$ cat src/hdl/qsw_cfg_defines.vh
// Purpose: Constants for the quad switch serial configuration registers
// Assumes: 16-bit frames, address in bits 12:8 of a frame
// Notes:   Times in their own units, cycle counts derived at 50 MHz
`ifndef QSW_CFG_DEFINES_VH
`define QSW_CFG_DEFINES_VH

// ************************************************************
// Frame layout
// ************************************************************
`define QSW_FRAME_BITS     16
`define QSW_WD_BIT         15
`define QSW_SEL_HI         12
`define QSW_SEL_LO         11
`define QSW_REG_HI         10
`define QSW_REG_LO         8
`define QSW_ADDR_HI        12
`define QSW_ADDR_LO        8

// ************************************************************
// Register codes
// ************************************************************
`define QSW_REG_TRIP       3'h2
`define QSW_REG_BLANK      3'h3
`define QSW_REG_DIRECT     3'h4
`define QSW_ADDR_SUPPLY    5'h05
`define QSW_ADDR_NOACT     5'h06
`define QSW_ADDR_WDOG      5'h0d

// ************************************************************
// Field positions
// ************************************************************
`define QSW_TRIP_HIGH      3
`define QSW_BLK_LOW_DIS    2
`define QSW_BLK_OL_DIS     3
`define QSW_DIR_ANDOR      0
`define QSW_DIR_PIN_DIS    1
`define QSW_DIR_SENSE      2
`define QSW_DIR_FAST       3

// ************************************************************
// Reset values
// ************************************************************
`define QSW_CFG_RESET      4'h0

// ************************************************************
// Timing
// ************************************************************
`define QSW_CLK_KHZ        50000
`define QSW_BLANK0_MS      155
`define QSW_BLANK2_MS      75
`define QSW_BLANK3_US      150
`define QSW_HIGH_TRIP_US   20
`define QSW_WD0_MS         558
`define QSW_WD1_MS         279
`define QSW_WD2_MS         2250
`define QSW_WD3_MS         1125
`define QSW_MS_CYC(ms)     ((ms) * `QSW_CLK_KHZ)
`define QSW_US_CYC(us)     (((us) * `QSW_CLK_KHZ) / 1000)

`endif

$ cat src/hdl/qsw_cfg_regs.v
// Purpose: Serial configuration register bank of a four channel high side switch
// Assumes: Link clock and pins sampled by mclk; link clock at most mclk/4
// Notes:   Frames shift MSB first on rising link clock, commit on select release
//
// Behaviour
// [RULE_01] Per-channel writes go to channel chosen by bits 12:11, each independent
// [RULE_02] Low trip code in bits 2:0 selects eight levels, 18.2 A down to 4.8 A
// [RULE_03] High trip bit 3 selects 100 A when zero, 70 A when one
// [RULE_04] Blanking code: 00 155 ms, 10 75 ms, 11 150 us; host avoids 01
// [RULE_05] High level reached latches channel off within 20 us, no blanking
// [RULE_06] Low trip disable bit stops low detection and blanking timeout
// [RULE_07] Open load disable bit turns off open load detection for channel
// [RULE_08] Pin control disable bit zero lets input pin control channel
// [RULE_09] With pin control, bit 0 one ANDs pin with serial bit, zero ORs
// [RULE_10] Sense ratio bit selects 1/13000 when zero, 1/38000 when one
// [RULE_11] Fast edge bit selects fast slew when one, slow when zero
// [RULE_12] Supply register bit 1 disables undervoltage, bit 0 overvoltage
// [RULE_13] Supply register bits 3:2 both one disable thermal latching channels 0,1
// [RULE_14] Watchdog register bits 3:2 both one disable thermal latching channels 2,3
// [RULE_15] Timeout code: 00 558 ms, 01 279 ms, 10 2250 ms, 11 1125 ms
// [RULE_16] Host toggles watchdog bit when writing a new timeout
// [RULE_17] No-action frames change nothing, but watchdog bit toggle restarts count
// [RULE_18] Address 00101 decodes supply protection register
// [RULE_19] Address 01101 decodes watchdog register
// [RULE_20] Address 00110 decodes no-action register
// [RULE_21] Only multiples of 16 bits accepted; other lengths change nothing
// [RULE_22] Select rising after valid length latches last frame into register
// [RULE_23] Reset clears every configuration bit
`timescale 1ns/1ps
`default_nettype none
`include "qsw_cfg_defines.vh"

module qsw_cfg_regs #(
  parameter integer NCH = 4
) (
  // Clock and reset
  input  wire         mclk,
  input  wire         arst_n,
  input  wire         clk_en,
  // Serial link pins
  input  wire         sclk,
  input  wire         cs_n,
  input  wire         sdi,
  // Channel inputs
  input  wire [3:0]   in_pin,
  input  wire [3:0]   serial_on,
  input  wire [3:0]   low_over,
  input  wire [3:0]   high_over,
  // Channel configuration
  output reg  [11:0]  low_trip_code,
  output reg  [3:0]   high_trip_select,
  output reg  [3:0]   low_trip_disable,
  output reg  [3:0]   open_load_disable,
  output reg  [3:0]   pin_control_disable,
  output reg  [3:0]   sense_ratio_select,
  output reg  [3:0]   fast_edge_select,
  output reg  [3:0]   switch_on,
  output reg  [3:0]   latch_off,
  // Global configuration
  output reg          low_supply_protect_off,
  output reg          high_supply_protect_off,
  output reg  [3:0]   thermal_latch_off,
  output reg  [1:0]   timeout_code,
  output reg          watchdog_kick
);

  // ************************************************************
  // Timing constants
  // ************************************************************
  localparam [31:0] BLK0_CYC  = `QSW_MS_CYC(`QSW_BLANK0_MS);
  localparam [31:0] BLK2_CYC  = `QSW_MS_CYC(`QSW_BLANK2_MS);
  localparam [31:0] BLK3_CYC  = `QSW_US_CYC(`QSW_BLANK3_US);
  localparam [31:0] HIGH_CYC  = `QSW_US_CYC(`QSW_HIGH_TRIP_US);

  // ************************************************************
  // Pin synchronisers
  // ************************************************************
  reg  [2:0] s1_q;
  reg  [2:0] s2_q;
  reg        sclk_d1_q;
  reg  [3:0] in1_q;
  reg  [3:0] in2_q;
  reg        cs_d1_q;

  always @(posedge mclk or negedge arst_n)
  begin
    if (!arst_n)
    begin
      // Idle levels: select high, link clock low, so no false edge follows reset
      s1_q      <= 3'h4;
      s2_q      <= 3'h4;
      sclk_d1_q <= 1'b0;
      cs_d1_q   <= 1'b1;
      in1_q     <= 4'h0;
      in2_q     <= 4'h0;
    end
    else if (clk_en)
    begin
      s1_q      <= {cs_n, sclk, sdi};
      s2_q      <= s1_q;
      sclk_d1_q <= s2_q[1];
      cs_d1_q   <= s2_q[2];
      in1_q     <= in_pin;
      in2_q     <= in1_q;
    end
  end

  wire sclk_rise = s2_q[1] & ~sclk_d1_q;
  wire cs_rise   = s2_q[2] & ~cs_d1_q;

  // ************************************************************
  // Receive shifter and length count
  // ************************************************************
  reg  [15:0] shift_q;
  reg  [3:0]  bitcnt_q;
  reg         any_q;
  reg         wd_last_q;

  always @(posedge mclk or negedge arst_n)
  begin
    if (!arst_n)
    begin
      shift_q  <= 16'h0000;
      bitcnt_q <= 4'h0;
      any_q    <= 1'b0;
    end
    else if (clk_en)
    begin
      if (cs_rise)
      begin
        bitcnt_q <= 4'h0;
        any_q    <= 1'b0;
      end
      else if (!s2_q[2] && sclk_rise)
      begin
        shift_q  <= {shift_q[14:0], s2_q[0]};
        bitcnt_q <= bitcnt_q + 4'h1;
        any_q    <= 1'b1;
      end
    end
  end

  // Wrapped count of zero with bits seen means a whole multiple of 16
  wire        frame_ok = cs_rise & any_q & (bitcnt_q == 4'h0); // RULE_21
  wire [4:0]  addr     = shift_q[`QSW_ADDR_HI:`QSW_ADDR_LO];
  wire [2:0]  rsel     = shift_q[`QSW_REG_HI:`QSW_REG_LO];
  wire [1:0]  chan     = shift_q[`QSW_SEL_HI:`QSW_SEL_LO];
  wire [3:0]  data     = shift_q[3:0];

  // ************************************************************
  // Blanking period decode
  // ************************************************************
  function [31:0] blank_cycles;
    input [1:0] code;
    begin
      case (code)
        2'h0:    blank_cycles = BLK0_CYC; // RULE_04
        2'h2:    blank_cycles = BLK2_CYC;
        2'h3:    blank_cycles = BLK3_CYC;
        default: blank_cycles = BLK0_CYC; // Unsupported code, longest safe
      endcase
    end
  endfunction

  // ************************************************************
  // Register decode
  // ************************************************************
  // Shared by the per-channel writes and the AND/OR select
  function reg_hit;
    input       ok;
    input [2:0] code;
    input [2:0] want;
    begin
      reg_hit = ok & (code == want);
    end
  endfunction

  // ************************************************************
  // AND/OR select per channel
  // ************************************************************
  reg [3:0] blank_code_and_q;

  always @(posedge mclk or negedge arst_n)
  begin
    if (!arst_n)
      blank_code_and_q <= 4'h0;
    else if (clk_en && reg_hit(frame_ok, rsel, `QSW_REG_DIRECT))
      blank_code_and_q[chan] <= data[`QSW_DIR_ANDOR]; // RULE_09
  end

  // ************************************************************
  // Global registers
  // ************************************************************
  reg [1:0] blank_code_q [0:NCH-1];

  always @(posedge mclk or negedge arst_n)
  begin
    if (!arst_n)
    begin
      low_supply_protect_off  <= 1'b0; // RULE_23
      high_supply_protect_off <= 1'b0;
      thermal_latch_off       <= 4'h0;
      timeout_code            <= 2'h0;
      watchdog_kick           <= 1'b0;
      wd_last_q               <= 1'b0;
    end
    else if (clk_en)
    begin
      watchdog_kick <= 1'b0;
      if (frame_ok)
      begin // RULE_22
        wd_last_q <= shift_q[`QSW_WD_BIT];
        // Any valid frame, including no-action, may restart the count
        watchdog_kick <= shift_q[`QSW_WD_BIT] ^ wd_last_q; // RULE_17
        if (addr == `QSW_ADDR_SUPPLY)
        begin // RULE_18
          low_supply_protect_off  <= data[1]; // RULE_12
          high_supply_protect_off <= data[0];
          thermal_latch_off[1:0]  <= {2{data[3] & data[2]}}; // RULE_13
        end
        if (addr == `QSW_ADDR_WDOG)
        begin // RULE_19
          timeout_code           <= data[1:0]; // RULE_15
          thermal_latch_off[3:2] <= {2{data[3] & data[2]}}; // RULE_14
        end
        // No-action address falls through every decode untouched // RULE_20
      end
    end
  end

  // ************************************************************
  // Per-channel registers and protection timers
  // ************************************************************
  genvar g;
  generate
    for (g = 0; g < NCH; g = g + 1)
    begin : g_ch
      reg [31:0] low_cnt_q;
      reg [31:0] high_cnt_q;
      localparam integer CHI = g;
      // Channel field doubles as the top of the address, so one compare routes the write
      wire hit       = frame_ok & (chan == CHI[1:0]); // RULE_01
      wire hit_trip  = reg_hit(hit, rsel, `QSW_REG_TRIP);
      wire hit_blank = reg_hit(hit, rsel, `QSW_REG_BLANK);
      wire hit_dir   = reg_hit(hit, rsel, `QSW_REG_DIRECT);

      always @(posedge mclk or negedge arst_n)
      begin
        if (!arst_n)
        begin
          low_trip_code[3*g+2:3*g] <= 3'h0;
          high_trip_select[g]      <= 1'b0;
          low_trip_disable[g]      <= 1'b0;
          open_load_disable[g]     <= 1'b0;
          pin_control_disable[g]   <= 1'b0;
          sense_ratio_select[g]    <= 1'b0;
          fast_edge_select[g]      <= 1'b0;
          blank_code_q[g]          <= 2'h0;
          switch_on[g]             <= 1'b0;
          latch_off[g]             <= 1'b0;
          low_cnt_q                <= 32'h0;
          high_cnt_q               <= 32'h0;
        end
        else if (clk_en)
        begin
          if (hit_trip)
          begin
            low_trip_code[3*g+2:3*g] <= data[2:0]; // RULE_02
            high_trip_select[g]      <= data[`QSW_TRIP_HIGH]; // RULE_03
          end
          if (hit_blank)
          begin
            blank_code_q[g]      <= data[1:0]; // RULE_04
            low_trip_disable[g]  <= data[`QSW_BLK_LOW_DIS]; // RULE_06
            open_load_disable[g] <= data[`QSW_BLK_OL_DIS]; // RULE_07
          end
          if (hit_dir)
          begin
            pin_control_disable[g] <= data[`QSW_DIR_PIN_DIS]; // RULE_08
            sense_ratio_select[g]  <= data[`QSW_DIR_SENSE]; // RULE_10
            fast_edge_select[g]    <= data[`QSW_DIR_FAST]; // RULE_11
          end
          // Combine pin and serial command
          if (pin_control_disable[g])
            switch_on[g] <= serial_on[g] & ~latch_off[g]; // RULE_08
          else if (blank_code_and_q[g])
            switch_on[g] <= serial_on[g] & in2_q[g] & ~latch_off[g]; // RULE_09
          else
            switch_on[g] <= (serial_on[g] | in2_q[g]) & ~latch_off[g]; // RULE_09
          // Latched fault clears when serial command is off and the pin is low or ignored
          if (!serial_on[g] && (pin_control_disable[g] || !in2_q[g]))
            latch_off[g] <= 1'b0;
          else if (high_cnt_q >= HIGH_CYC - 32'h1)
            latch_off[g] <= 1'b1; // RULE_05
          else if (!low_trip_disable[g] && low_cnt_q >= blank_cycles(blank_code_q[g]) - 32'h1)
            latch_off[g] <= 1'b1; // RULE_04
          // High trip ignores blanking; timer far below its limit
          high_cnt_q <= high_over[g] ? high_cnt_q + 32'h1 : 32'h0; // RULE_05
          low_cnt_q  <= (low_over[g] && !low_trip_disable[g]) ? low_cnt_q + 32'h1 : 32'h0; // RULE_06
        end
      end
    end
  endgenerate

endmodule // qsw_cfg_regs
`default_nettype wire

$ cat config.mk
export PLATFORM = sky130hd
export DESIGN_NAME = qsw_cfg_regs
export DESIGN_NICKNAME = d
export VERILOG_FILES = /design/src/hdl/qsw_cfg_regs.v
export VERILOG_INCLUDE_DIRS = /design/src /design/src/hdl
export SDC_FILE = /design/constraint.sdc
export NUM_CORES = 1
export LEC_CHECK = 0
export BUFFER_PORTS_ARGS = -buffer_cell sky130_fd_sc_hd__buf_2
export CORE_ASPECT_RATIO = 0.5
export CORE_MARGIN = 5
export CORE_UTILIZATION = 51
export CTS_CLUSTER_SIZE = 28
export DETAILED_ROUTE_END_ITERATION = 16
export MAX_ROUTING_LAYER = met4
export PLACE_DENSITY_LB_ADDON = 0.08
export SLEW_MARGIN = 20
export SYNTH_ARGS = -nofsm -noshare
export SYNTH_HDL_FRONTEND = slang
export SYNTH_SLANG_ARGS = --single-unit
$ cat constraint.sdc
create_clock -name mclk -period 5.4 [get_ports mclk]
set_clock_uncertainty 0.15 [all_clocks]
set_input_delay 0.54 -clock mclk [delete_from_list [all_inputs] [get_ports mclk]]
set_output_delay 0.54 -clock mclk [all_outputs]
set_load 0.005 [all_outputs]
## Yosys cells after proc, flatten, opt, wreduce, memory -nomap -nowiden

Index checks and enable logic that the tools add are counted.

| storage, ports and cells | value |
|---|---|
| bits in registers | 357 |
| output and inout port bits | 53 |
| logic and storage cells | 266 |

| operators by class | value |
|---|---|
| reduce and logical (&&, ||, !) cells | 60 |
| equal/unequal tests | 16 |
| mux-type cells | 52 |
| magnitude comparators | 10 |
| bitwise gates (word level) | 50 |
| add/sub/neg operators | 13 |

Operator list:

| operator | count |
|---|---|
| 32-bit 2-to-1 mux | 20 |
| 32-bit by 1-bit adder with 32-bit output (second input constant) | 8 |
| 23-bit case mux with 2 select lines | 4 |
| 32-bit by 10-bit greater-or-equal comparator with 1-bit output (second input constant) | 4 |
| 32-bit greater-or-equal comparator | 4 |
| 32-bit by 1-bit subtractor with 32-bit output (second input constant) | 4 |
| 1-bit bitwise AND | 38 |
| 2-bit AND reduction | 18 |
| 1-bit 2-to-1 mux | 24 |
| 2-bit equality test (second input constant) | 10 |
| 1-bit logical AND | 15 |
| 1-bit zero test | 13 |
| 3-bit nonzero test | 4 |
| 3-bit AND reduction | 3 |
| 4-bit 2-to-1 mux | 2 |
| 1-bit inverter | 7 |
| 3-bit by 2-bit equality test with 1-bit output (second input constant) | 2 |
| 5-bit by 3-bit equality test with 1-bit output (second input constant) | 1 |
| 5-bit by 4-bit equality test with 1-bit output (second input constant) | 1 |
| 4-bit by 1-bit adder with 4-bit output (second input constant) | 1 |
| 4-bit bitwise mux | 1 |
| 4-bit zero test | 1 |
| 1-bit logical OR | 4 |
| 1-bit bitwise OR | 4 |
| other kinds (8) | 8 |

## Depth between registers and ports, before layout

| logic depth | value |
|---|---|
| depth in word-level cells | 11 |
| depth in mapped cells | 9 |
| depth with buffers taken out | 9 |

## Worst setup path after synthesis

Ideal clock, no wire load.

| path | value |
|---|---|
| path kind | register -> register |
| start point | reg blank_code_q[3] (netlist bit) |
| end point | reg latch_off[2] |
| path buffers | 0 |
| required time | 5.130 ns |
| slack | 3.224 ns |
| data arrival time | 1.906 ns |
| stages on the path, launching flop included | 9 |
| clock period less this slack | 2.176 ns |
| cells stage by stage | dfrtp_1 > nor2b_1 > inv_1 > ha_1 > nand3b_1 > a2111oi_2 > o21ai_1 > a311o_1 > a31o_1 |

| between the ends | value |
|---|---|
| cells in the longest elaborated chain, start to end | 10 |
| elaborated cells on any way between the ends | 11 |
| those cells by class | 1 x add/sub; 1 x order compare; 2 x eq/ne; 4 x mux; 3 x reduce/logical |

RTL lines:

| item | line | text |
|---|---|---|
| start: declaration | qsw_cfg_regs.v:194 | `reg [1:0] blank_code_q [0:NCH-1];` |
| start signal: indexed assignment | qsw_cfg_regs.v:273 | `blank_code_q[g] <= data[1:0];` |
| 2-bit equality test | qsw_cfg_regs.v:156 | `case (code)` |
| 23-bit case mux with 2 select lines (*) | qsw_cfg_regs.v:156 |  |
| 32-bit 2-to-1 mux (*) | qsw_cfg_regs.v:293 | `else if (high_cnt_q >= HIGH_CYC - 32'h1)` |
| 32-bit 2-to-1 mux (*) | qsw_cfg_regs.v:291 | `if (!serial_on[g] && (pin_control_disable[g] \|\| !in2_q[g]))` |
| 32-bit 2-to-1 mux (*) | qsw_cfg_regs.v:264 | `else if (clk_en)` |
| 32-bit by 1-bit subtractor with 32-bit output (*) | qsw_cfg_regs.v:295 | `else if (!low_trip_disable[g] && low_cnt_q >= blank_cycles(blank_code_q[g]) - 32'h1)` |
| 32-bit greater-or-equal comparator (*) | qsw_cfg_regs.v:295 |  |
| 1-bit logical AND (*) | qsw_cfg_regs.v:295 |  |
| 3-bit nonzero test (no source line) (*) | - |  |
| 2-bit AND reduction (no source line) (*) | - |  |
| end signal: indexed assignment | qsw_cfg_regs.v:292 | `latch_off[g] <= 1'b0;` |
| end signal: indexed assignment | qsw_cfg_regs.v:294 | `latch_off[g] <= 1'b1;` |
| end signal: indexed assignment | qsw_cfg_regs.v:296 | `latch_off[g] <= 1'b1;` |
| end: declaration | qsw_cfg_regs.v:58 | `output reg [3:0] latch_off,` |

Every way passes the cells marked *; elsewhere a longest branch is shown, timed or not. The select of a mux whose other input is x is not followed.
A chain may end at the register's enable or synchronous reset.

## Worst setup path in the final report

| path | value |
|---|---|
| start point | reg blank_code_q[7] (netlist bit) |
| end point | reg latch_off[0] |

The elaborated chain is that of the path after synthesis.

==> reports/metrics.cfg <==
[global_routing]
grt_pass1_vias = 12700
grt_use_total_pct = 19.9
antenna_found_initial = 0
grt_pass1_wl_mm = 64.9
grt_max_degree = 108
overflow = 0

[clock_network]
cts_tree = done
clk_latency_ns = 0.53
cts.sinks = 357
cts-root-buf = clkbuf_16
clockBufferDepth = 3
htreeDepth = 2
clkTransAtPathRegs_ns = 0.07
cts_resized = 0
cts_made_buffers = 36

[final_layout]
fill_cells = 3155
design_area_um2 = 20500
final_layout_size_suffix_gt1_share_pct = 13.6
nNetsFinal = 2018
antennaDiodeCount = 0
finalNonFillerCells = 2438
areaGrowthSynthToFinish_pct = 11.2

[placed_design]
dpl_cell_area_um2 = 19300
gp_congestion = 0.807
portBuffers = 74
dp_hpwl_mm = 25.4
dp_cells = 2375

[power_and_ir_drop]
p_per_area_nw_per_um2 = 288
seqPwrFrac_pct = 50.8
swShare_pct = 24.7
clkPwrFrac_pct = 42.5
p_int_mw = 4.43
leakagePower_nw = 9.63
switching_power_mw = 1.46
comb_power_share_pct = 6.8
ir_drop_v = 0.000192
p_total_mw = 5.89

[timing]
maxSlewViolCount = 0
rsz0062_at_grt = no
worst_slew_pin_slew_ns = 0.852
post-route-period-util_pct = 52.2
fmax_mhz = 355
setup-violations-final = 0
min_period_ns = 2.82
finalHoldViolCount = 0
tns_ns = 0
slew_headroom_pct = 42.5

[synthesis]
synth_edf_count = 0
synthTopCellsByCount = dfrtp_1, nor2_1, nand2_1
yosysUniqueCellTypes = 73
async_reset_ff_share_pct = 100
synth_area_um2 = 18400
avgSynthCellArea_um2 = 9.89
synth_ff_type = dfrtp_1
netlist_instances = 1860
yosysMostFrequentCell = dfrtp_1
ys_seq_elements = 357
yosys.area.top_type = dfrtp_1
yosysSeqAreaShare_pct = 48.6
ys_warn_count = 0
synth_area_leaders = dfrtp_1, xor2_1, nor2_1
yosysTopAreaCellShare_pct = 48.2

[critical_path]
crit_slowest_cell = o41ai_1
end_kind = flop
path_cells = nand2_1 > inv_1 > ha_1 > a21oi_1 > nor2b_1 > o41ai_1 > nand3_1 > a21oi_1 > mux2i_1
cp_max_fo = 11
start_kind = flop
cp_common_cell = a21oi_1
cp_data_required_time_ns = 5.71
crit_arrival_ns = 3.13
crit_type = reg2reg
critical_path.max_stage_delay_ns = 0.69

[detailed_routing]
vias = 13200
wl_mm = 37.8
routedWlPerCell_um = 15.5
remaining_drc_errors = 0
drt_iter0_markers = 744
routed_via_density = 5.41
detail-route-antenna-nets = 0
drtPass1Iterations = 5

[flow_run]
drv_cap = 0

[floorplan]
initial_core_util_pct = 51.5
die_h_um = 144
core_um2 = 35700
fp.dieW_um = 279
io-pin-count = 75
rows = 49
dieArea_um2 = 40200

[hold_path]
holdCritPathClass = in2reg

[outcome]
status = complete, no violations

-- cells by family (layout without fill, tap and decap cells) --
kind of cell / Yosys count / count (layout) / share of synthesized area (%)
simple gates: 870 / 870 / 23.7
flops: 357 / 357 / 48.6
xor+xnor: 212 / 212 / 10.1
compound gates: 155 / 155 / 5.19
buf+inv: 107 / 198 / 2.29
mux: 92 / 92 / 5.59
fa+ha+maj: 66 / 66 / 4.49
other cells: 1 / 4 / 0.0204
-- layer usage --
metal	GRT usage (%)	up-vias	share of wire, %	wire (um)
li1	-	6585	-	-
met1	28.0	6451	50	18800
met2	30.9	102	46	17200
met3	3.36	45	3.1	1160
met4	4.00	0	1.6	616
met5	-	-	0	0
-- final timing paths --
check / start / end / slack, ns / depth (start not counted)
setup / recovery: blank_code_q[7] / latch_off[0] / 2.58 / 9
hold / removal: in_pin[0] / in1_q[0] / 0.09 / 2
setup reg to reg: blank_code_q[7] / latch_off[0] / 2.58 / 9
hold reg to reg: shift_q[7] / shift_q[8] / 0.34 / 2
max in group asynchronous: arst_n / g_ch[1].high_cnt_q[8] / 3.32 / 3
min in group asynchronous: arst_n / g_ch[0].low_cnt_q[28] / 0.50 / 2
-- critical path, delay by kind of cell (launching register included) --
kind,cells,cell delay (ns)
AO/OA/AOI/OAI,3,1.04
flip-flops,1,0.56
buffers and inverters,1,0.17
multiplexers,1,0.21
adder cells (fa/ha/maj),1,0.27
AND/OR/NAND/NOR,3,0.35
-- layout make-up --
cell class / count / area (um2) / share of cell area (%)
sequential: 357 / 8940 / 43.7
clock buffer: 52 / 1050 / 5.15
clock inverter: 10 / 110 / 0.538
tap: 484 / 606 / 2.96
multi-input combinational: 1399 / 9070 / 44.3
inverter: 49 / 184 / 0.899
timing repair buffer: 87 / 495 / 2.42
-- through the flow --
stage / util [%] / setup WS (ns) / hold WS (ns)
floorplan: - / 3.22 / 0.0944
global placement: 53.9 / 2.35 / 0.317
detailed placement: 53.9 / 2.29 / 0.327
CTS: 57.2 / 2.55 / 0.0650
global route: 57.2 / 2.30 / 0.0791
finish: 57.2 / 2.58 / 0.0932
-- repair_timing --
action,CTS,global route
hold endpoints to repair,102,0
setup buffers,0,0
hold buffers,1,0
-- placed cells by master, fill, tap and decap left out, drive strengths merged, types with 14 or more instances in the layout --
cell,netlist,final
dfrtp,354,354
nor2,283,283
nand2,175,175
xor2,134,134
nand3,102,102
mux2,86,86
buf,9,86
xnor2,78,78
nand4,69,69
ha,66,66
o21ai,53,53
clkbuf,49,52
inv,49,49
and3,47,47
a21oi,43,43
nor3,42,42
nor4,33,33
or3,23,23
and4,17,17
and2,17,17
nand2b,15,15
nor2b,14,14
-- state kept, by name, indices dropped and copies added, names as in the netlist, 8 cells and up --
signal	count
g_ch.low_cnt_q	128
g_ch.high_cnt_q	128
shift_q	16
low_trip_code	12
blank_code_q	8
-- power by group through the flow --
stage	registers [mW]	logic, mW	clock network (mW)
floorplan	2.94	0.274	0
global route	3.01	0.458	2.70
CTS	3.00	0.410	2.58
detailed placement	3.05	0.407	0
finish	2.99	0.399	2.50
global placement	3.04	0.400	0
No activity file was read; power rests on OpenSTA's default activity.
